$ cat src/fcsw_map.svh
`ifndef FCSW_MAP_SVH
`define FCSW_MAP_SVH
// =====================================================================
// command word
`define FCSW_CMD_DEFAULT 16'h0005
`define FCSW_CMD_ENERGIZE 0
`define FCSW_CMD_QSTOP_N 2
`define FCSW_CMD_ACK 7
`define FCSW_CMD_VALID 10
`define FCSW_CMD_WDOG 11
`define FCSW_CMD_CUST_HI 15
`define FCSW_CMD_CUST_LO 12
// =====================================================================
// state word
`define FCSW_ST_RESET 16'h0000
`define FCSW_ST_ARMED 0
`define FCSW_ST_MODPERM 1
`define FCSW_ST_RUN 2
`define FCSW_ST_FAULT 3
`define FCSW_ST_RSV4 4
`define FCSW_ST_QSTOP_N 5
`define FCSW_ST_RSV6 6
`define FCSW_ST_WARN 7
`define FCSW_FLAG_W 16
`endif

$ cat src/fcsw_pkg.sv
package fcsw_pkg;
  typedef logic [15:0] fcsw_word_type;
  typedef logic [3:0] fcsw_cust_type;
endpackage

$ cat src/fcsw_edge_det.sv
`timescale 1ns/1ns
`include "fcsw_map.svh"
module fcsw_edge_det
  import fcsw_pkg::*;
(
  input wire logic mclk,
  input wire logic rst,
  input wire logic sample,
  input wire logic level,
  input wire logic enable,
  output logic pulse_r
);
  logic prev_r;
  logic pulse_nxt;

  // =====================================================================
  // edge against the level kept at the previous update
  // a level held high across updates never re-fires
  assign pulse_nxt = sample & level & ~prev_r & enable;

  always_ff @(posedge mclk) begin
    if (rst) begin
      prev_r <= 1'h0;
      pulse_r <= 1'h0;
    end else begin
      pulse_r <= pulse_nxt;
      if (sample) begin
        prev_r <= level;
      end
    end
  end
endmodule

$ cat src/fcsw_status_asm.sv
`timescale 1ns/1ns
`include "fcsw_map.svh"
module fcsw_status_asm
  import fcsw_pkg::*;
#(
  parameter int FLAG_W = `FCSW_FLAG_W
)
(
  input wire logic mclk,
  input wire logic rst,
  input wire logic energize_permit,
  input wire logic quick_stop_req,
  input wire logic fault_active,
  input wire logic warning_active,
  input wire logic modulating,
  input wire logic [FLAG_W-1:0] line_side_ok_flags,
  input wire logic [FLAG_W-1:0] app_side_ok_flags,
  output fcsw_word_type state_word_r
);
  fcsw_word_type state_nxt;
  logic armed_flag;
  logic modulation_permitted;

  // =====================================================================
  // word assembly, refreshed every cycle so any read is current
  assign armed_flag = energize_permit & ~quick_stop_req & ~fault_active;
  assign modulation_permitted = (&line_side_ok_flags) & (&app_side_ok_flags);

  always_comb begin
    state_nxt = `FCSW_ST_RESET;
    state_nxt[`FCSW_ST_ARMED] = armed_flag;
    state_nxt[`FCSW_ST_MODPERM] = modulation_permitted;
    state_nxt[`FCSW_ST_RUN] = modulating;
    state_nxt[`FCSW_ST_FAULT] = fault_active;
    state_nxt[`FCSW_ST_QSTOP_N] = ~quick_stop_req;
    state_nxt[`FCSW_ST_WARN] = warning_active;
  end

  always_ff @(posedge mclk) begin
    if (rst) begin
      state_word_r <= `FCSW_ST_RESET;
    end else begin
      state_word_r <= state_nxt;
    end
  end
endmodule

$ cat src/fcsw_top.sv
`timescale 1ns/1ns
`include "fcsw_map.svh"
module fcsw_top
  import fcsw_pkg::*;
#(
  parameter int FLAG_W = `FCSW_FLAG_W
)
(
  input wire logic mclk,
  input wire logic rst,
  input wire logic pd_update,
  input wire fcsw_word_type pd_cmd_word,
  input wire fcsw_word_type pd_aux_word,
  input wire logic pd_is_modbus,
  input wire logic fb_is_cmd_source,
  input wire logic ack_anywhere_en,
  input wire logic wd_fault_active,
  input wire logic fault_active,
  input wire logic warning_active,
  input wire logic modulating,
  input wire logic [FLAG_W-1:0] line_side_ok_flags,
  input wire logic [FLAG_W-1:0] app_side_ok_flags,
  output fcsw_word_type host_command_word_r,
  output fcsw_word_type aux_value_r,
  output logic wd_toggle_r,
  output logic event_ack_pulse_r,
  output logic energize_permit_r,
  output logic quick_stop_req_r,
  output fcsw_cust_type custom_func_r,
  output fcsw_word_type converter_state_word_r
);
  // =====================================================================
  // held words
  fcsw_word_type held_cmd_r;
  fcsw_word_type held_nxt;
  fcsw_word_type eff_nxt;
  fcsw_word_type aux_nxt;
  fcsw_cust_type cust_nxt;
  logic new_valid;
  logic take_cmd;
  logic take_aux;
  logic wd_nxt;
  logic ack_allowed;
  logic energize_nxt;
  logic qstop_nxt;

  assign new_valid = pd_cmd_word[`FCSW_CMD_VALID];
  assign take_cmd = pd_update & new_valid;
  // modbus links only gate the command word; other values pass on every update
  assign take_aux = pd_update & (new_valid | pd_is_modbus);
  assign held_nxt = take_cmd ? pd_cmd_word : held_cmd_r;
  assign aux_nxt = take_aux ? pd_aux_word : aux_value_r;
  // watchdog bypasses the valid gate so a stale hold cannot mask a dead master
  assign wd_nxt = pd_update ? pd_cmd_word[`FCSW_CMD_WDOG] : wd_toggle_r;

  // =====================================================================
  // effective command word
  always_comb begin
    eff_nxt = held_nxt;
    eff_nxt[`FCSW_CMD_WDOG] = wd_nxt;
    if (wd_fault_active) begin
      eff_nxt = `FCSW_CMD_DEFAULT;
    end
  end

  // =====================================================================
  // command source gating
  assign ack_allowed = fb_is_cmd_source | ack_anywhere_en;
  assign energize_nxt = fb_is_cmd_source & eff_nxt[`FCSW_CMD_ENERGIZE];
  assign qstop_nxt = fb_is_cmd_source & ~eff_nxt[`FCSW_CMD_QSTOP_N];
  // bits 8 and 9 reach only host_command_word_r
  assign cust_nxt = fb_is_cmd_source ?
                    eff_nxt[`FCSW_CMD_CUST_HI:`FCSW_CMD_CUST_LO] : 4'h0;

  always_ff @(posedge mclk) begin
    if (rst) begin
      held_cmd_r <= `FCSW_CMD_DEFAULT;
      host_command_word_r <= `FCSW_CMD_DEFAULT;
      aux_value_r <= 16'h0000;
      wd_toggle_r <= 1'h0;
    end else begin
      held_cmd_r <= held_nxt;
      host_command_word_r <= eff_nxt;
      aux_value_r <= aux_nxt;
      wd_toggle_r <= wd_nxt;
    end
  end

  always_ff @(posedge mclk) begin
    if (rst) begin
      energize_permit_r <= 1'h0;
      quick_stop_req_r <= 1'h0;
      custom_func_r <= 4'h0;
    end else begin
      energize_permit_r <= energize_nxt;
      quick_stop_req_r <= qstop_nxt;
      custom_func_r <= cust_nxt;
    end
  end

  // =====================================================================
  // acknowledge edge and state word
  fcsw_edge_det u_ack (
    .mclk(mclk),
    .rst(rst),
    .sample(pd_update),
    .level(eff_nxt[`FCSW_CMD_ACK]),
    .enable(ack_allowed),
    .pulse_r(event_ack_pulse_r)
  );

  fcsw_status_asm #(
    .FLAG_W(FLAG_W)
  ) u_state (
    .mclk(mclk),
    .rst(rst),
    .energize_permit(energize_permit_r),
    .quick_stop_req(quick_stop_req_r),
    .fault_active(fault_active),
    .warning_active(warning_active),
    .modulating(modulating),
    .line_side_ok_flags(line_side_ok_flags),
    .app_side_ok_flags(app_side_ok_flags),
    .state_word_r(converter_state_word_r)
  );

  // =====================================================================
  // checks
  logic ack_prev_r;
  always_ff @(posedge mclk) begin
    if (rst) begin
      ack_prev_r <= 1'h0;
    end else if (pd_update) begin
      ack_prev_r <= eff_nxt[`FCSW_CMD_ACK];
    end
  end
endmodule

$ cat config.mk
export PLATFORM = sky130hd
export DESIGN_NAME = fcsw_top
export DESIGN_NICKNAME = d
export VERILOG_FILES = /design/src/fcsw_pkg.sv /design/src/fcsw_edge_det.sv /design/src/fcsw_status_asm.sv /design/src/fcsw_top.sv
export VERILOG_INCLUDE_DIRS = /design/src
export SDC_FILE = /design/constraint.sdc
export NUM_CORES = 1
export LEC_CHECK = 0
export ABC_AREA = 0
export BUFFER_PORTS_ARGS = -buffer_cell sky130_fd_sc_hd__buf_2
export CAP_MARGIN = 20
export CORE_MARGIN = 4
export CORE_UTILIZATION = 30
export CTS_CLUSTER_SIZE = 20
export DETAILED_ROUTE_END_ITERATION = 16
export PLACE_DENSITY = 0.66
export SYNTH_ARGS = -nofsm -noshare
export SYNTH_HDL_FRONTEND = slang
export SYNTH_SLANG_ARGS = --single-unit
$ cat constraint.sdc
create_clock -name mclk -period 1.2 [get_ports mclk]
set_clock_uncertainty 0.05 [all_clocks]
set_input_delay 0.06 -clock mclk [delete_from_list [all_inputs] [get_ports mclk]]
set_output_delay 0.06 -clock mclk [all_outputs]
set_load 0.05 [all_outputs]
==> report_table.html <==
<table>
<tr><th>Metric</th><th>Value</th></tr>
<tr><th colspan="2">Status</th></tr>
<tr><td>Outcome</td><td>completed</td></tr>
<tr><th colspan="2">Detailed routing</th></tr>
<tr><td>Routed wirelength normalized by instance count</td><td>~12 µm</td></tr>
<tr><td>Drt pass-1 iters</td><td>4</td></tr>
<tr><td>Per-cell via count in the routed design</td><td>roughly 4.3</td></tr>
<tr><td>DRT antenna net count</td><td>0</td></tr>
<tr><td>Final routed DRC violation total</td><td>0</td></tr>
<tr><td>Total length of routed wires</td><td>6.12 mm</td></tr>
<tr><td>Vias</td><td>2135</td></tr>
<tr><td>Initial DRC count</td><td>26</td></tr>
<tr><th colspan="2">Clock tree</th></tr>
<tr><td>Clock latency of the later-clocked register in the worst-skew pair</td><td>0.33 ns</td></tr>
<tr><td>Number of CTS-inserted buffers</td><td>9</td></tr>
<tr><td>Clock transition time at the flip-flop clock pins of the worst setup and hold paths</td><td>about 0.070 ns</td></tr>
<tr><td>Clk buf depth</td><td>2</td></tr>
<tr><td>Post-CTS Setup Bufs</td><td>0</td></tr>
<tr><td>Root buffer selected by CTS</td><td>sky130_fd_sc_hd__clkbuf_8</td></tr>
<tr><td>Number of clock sinks seen by CTS</td><td>between 60 and 70</td></tr>
<tr><td>Max H-tree Level</td><td>3</td></tr>
<tr><td>TritonCTS clock tree</td><td>yes</td></tr>
<tr><th colspan="2">Placement</th></tr>
<tr><td>Global placer's final weighted congestion</td><td>slightly below 0.7</td></tr>
<tr><td>Post-Place Cells</td><td>444</td></tr>
<tr><td>Placed wire-length estimate</td><td>4.14 mm</td></tr>
<tr><td>Number of buffers inserted by port buffering</td><td>119</td></tr>
<tr><th colspan="2">Timing</th></tr>
<tr><td>Worst slew pin tran</td><td>~0.57 ns</td></tr>
<tr><td>Share of the clock period used by the worst path</td><td>between 90 and 100%</td></tr>
<tr><td>Count of final max-slew check failures</td><td>0</td></tr>
<tr><td>Final hold viol count</td><td>0</td></tr>
<tr><td>Worst-case headroom to the max-slew limit</td><td>between 60% and 70%</td></tr>
<tr><td>Final setup vio count</td><td>0</td></tr>
<tr><td>Aggregate negative setup slack</td><td>0 ns</td></tr>
<tr><td>Minimum period implied by the final worst setup slack</td><td>around 1.1 ns</td></tr>
<tr><td>Unrepaired setup endpoints after global routing</td><td>no</td></tr>
<tr><td>Highest clock frequency the design can meet</td><td>between 800 and 900 MHz</td></tr>
<tr><th colspan="2">Global routing</th></tr>
<tr><td>Overflow after GRT</td><td>0</td></tr>
<tr><td>Number of global-route vias before repair</td><td>2136</td></tr>
<tr><td>Global-route wire length before repair</td><td>~9.5 mm</td></tr>
<tr><td>Antenna violations before repair</td><td>0</td></tr>
<tr><td>Total Routing Usage GR</td><td>roughly 14%</td></tr>
<tr><td>Pin count of the biggest net entering global routing</td><td>27</td></tr>
<tr><th colspan="2">Floorplanning</th></tr>
<tr><td>Vertical extent of the die</td><td>slightly above 90 µm</td></tr>
<tr><td>Starting density of the core</td><td>a little under a third</td></tr>
<tr><td>Floorplan die width</td><td>a little over 90 µm</td></tr>
<tr><td>Core Area</td><td>roughly 7000 µm²</td></tr>
<tr><td>Number of cell rows</td><td>30</td></tr>
<tr><td>Top-Level Pins</td><td>130</td></tr>
<tr><td>Total die area</td><td>8590 µm²</td></tr>
<tr><th colspan="2">Layout</th></tr>
<tr><td>Count of non-filler cells in the finished layout</td><td>497</td></tr>
<tr><td>Fin nets</td><td>470</td></tr>
<tr><td>Area growth from synthesis to layout</td><td>59.0%</td></tr>
<tr><td>Share of final-layout standard cells stronger than drive strength 1</td><td>36.2%</td></tr>
<tr><td>Antenna diode instance count</td><td>0</td></tr>
<tr><th colspan="2">Synthesis</th></tr>
<tr><td>Synth unique cells</td><td>32</td></tr>
<tr><td>Synth Area per Inst</td><td>between 9 and 10 µm²</td></tr>
<tr><td>Post-synth design cell area</td><td>2150 µm²</td></tr>
<tr><td>Post-synthesis register bit count</td><td>a little over 60</td></tr>
<tr><td>Share of the yosys chip area belonging to registers</td><td>between 50 and 60%</td></tr>
<tr><td>Gate count of the mapped netlist</td><td>236</td></tr>
<tr><td>Yosys warnings</td><td>0</td></tr>
<tr><th colspan="2">Pwr</th></tr>
<tr><td>IR drop worst, VDD</td><td>between 600 and 700 µV</td></tr>
<tr><td>Static leakage</td><td>between 1.5 and 2 nW</td></tr>
<tr><td>Power per unit of standard cell area</td><td>1460 nW/µm²</td></tr>
<tr><td>Power Total</td><td>approximately 0.0050 W</td></tr>
<tr><th colspan="2">Setup path</th></tr>
<tr><td>FF-to-FF Start</td><td>held_cmd_r[7]</td></tr>
<tr><td>Type of element capturing the critical path</td><td>flip-flop</td></tr>
<tr><td>Start point of the critical path</td><td>line_side_ok_flags[12]</td></tr>
<tr><td>Crit path arrival time</td><td>1.34 ns</td></tr>
<tr><td>Reg2reg setup slack</td><td>0.23 ns</td></tr>
<tr><td>Start-to-end type of the worst setup path</td><td>primary input to flip-flop</td></tr>
<tr><td>Largest fanout on the critical path</td><td>1</td></tr>
<tr><td>Kind of launch point of the worst setup path</td><td>primary input</td></tr>
<tr><td>Data required time of the worst path</td><td>about 1.4 ns</td></tr>
<tr><th colspan="2">Hold path</th></tr>
<tr><td>Startpoint of the lowest-slack hold path</td><td>app_side_ok_flags[2]</td></tr>
<tr><td>Worst min path class</td><td>primary input to flip-flop</td></tr>
<tr><th colspan="2">Run</th></tr>
<tr><td>Number of maximum-capacitance violations</td><td>0</td></tr>
</table>
==> final timing paths <==
path,endpoint,cells past startpoint
worst max-delay path,u_state.state_word_r[1],5
worst min-delay path,u_state.state_word_r[1],4
worst max register to register,u_ack.prev_r,3
worst min register to register,u_state.state_word_r[5],1
==> stage by stage <==
stage,setup slack [ns],instance area [µm²],utilization (%),hold WS [ns]
floorplan,0.0842,2190,-,0.0873
global placement,0.0388,2820,41.1,0.193
detailed placement,0.0262,2820,41.1,0.194
CTS,0.0234,3410,49.7,0.00697
global route,0.0471,3420,49.8,0.0118
finish,0.0681,3420,49.8,0.0164
==> layout by cell type, fill, tap and decap left out, drive strengths merged <==
cell,n
a211o,1
a211oi,7
a21boi,4
a21oi,24
a31oi,1
and2,1
and3,5
buf,127
bufinv,2
clkbuf,10
clkinv,2
clkinvlp,2
conb,10
dfxtp,62
dlygate4sd3,36
dlymetal6s4s,1
inv,6
mux2,1
mux2i,3
nand2,50
nand2b,3
nand3,1
nand4,6
nand4b,1
nor2,16
nor2b,4
nor3,4
nor4,1
nor4b,1
o211ai,1
o21a,1
o21ai,1
o21bai,4
or4,2
==> state kept, by name (all words and copies together) (netlist names), 4 cells and up <==
register / count
custom_func_r: 4
held_cmd_r: 15
u_state.state_word_r: 6
host_command_word_r: 16
aux_value_r: 16
==> worst max-delay path: stages <==
cell and delay, ns:
sky130_fd_sc_hd__dlygate4sd3_1 0.53, sky130_fd_sc_hd__buf_2 0.10, sky130_fd_sc_hd__nand2_1 0.04, sky130_fd_sc_hd__or4_4 0.52, sky130_fd_sc_hd__nor3_2 0.10
==> repair_timing <==
item	CTS	global route
resized for setup	0	2
setup endpoints to repair	0	1
hold buffers	37	0
hold endpoints to repair	46	0
==> cells in the mapped netlist, drive strengths merged <==
master   n  share of area, %
dfxtp   62                58
nand2b   3              0.87
clkbuf   9               1.6
nor4     1              0.29
nand2   50               8.7
a31oi    1              0.29
nand4    6               1.7
nor3     4               1.2
a211oi   7               2.4
conb     1              0.17
o211ai   1              0.35
inv      6               1.0
and3     5               1.5
nor2b    4               1.2
nor2    16               2.8
mux2     1              0.52
a21boi   4               1.4
a211o    1              0.41
nand4b   1              0.41
o21a     1              0.35
nor4b    1              0.41
nand3    1              0.23
or4      2              0.70
a21oi   24               5.6
mux2i    3               1.4
buf     15               4.9
o21ai    1              0.23
o21bai   4               1.4
and2     1              0.29
==> layout make-up <==
| type | count | area [µm²] |
|---|---|---|
| clock inverters | 6 | 85.1 |
| clock buffers | 10 | 138 |
| multi-input cells | 153 | 786 |
| well taps | 96 | 120 |
| inverters | 6 | 22.5 |
| fillers | 645 | 3450 |
| flip-flops and latches | 62 | 1240 |
| repair buffers | 164 | 1030 |
==> report_power, final <==
| part | total [W] | switching, W | leakage [nW] | internal (W) |
|---|---|---|---|---|
| clock | 0.00202 | 0.000798 | 0.108 | 0.00122 |
| sequential | 0.00217 | 0.0000286 | 0.507 | 0.00215 |
| combinational | 0.000798 | 0.000510 | 1.05 | 0.000288 |
==> per-layer routing <==
metal / GRT usage, % / wire length [µm]
met5: 0 / 0
met3: 6.09 / 574
met1: 15.4 / 2540
met4: 5.98 / 112
met2: 24.1 / 2890
==> kinds of logic (layout without fill, tap and decap cells) <==
family,count (synthesis),in the layout,share of synthesized area [%]
flops,62,62,57.7
compound gates,44,44,12.4
other cells,1,10,0.174
simple gates,95,95,20.2
buf+inv,30,186,7.56
mux,4,4,1.92
No activity file was read; power rests on OpenSTA's default activity.
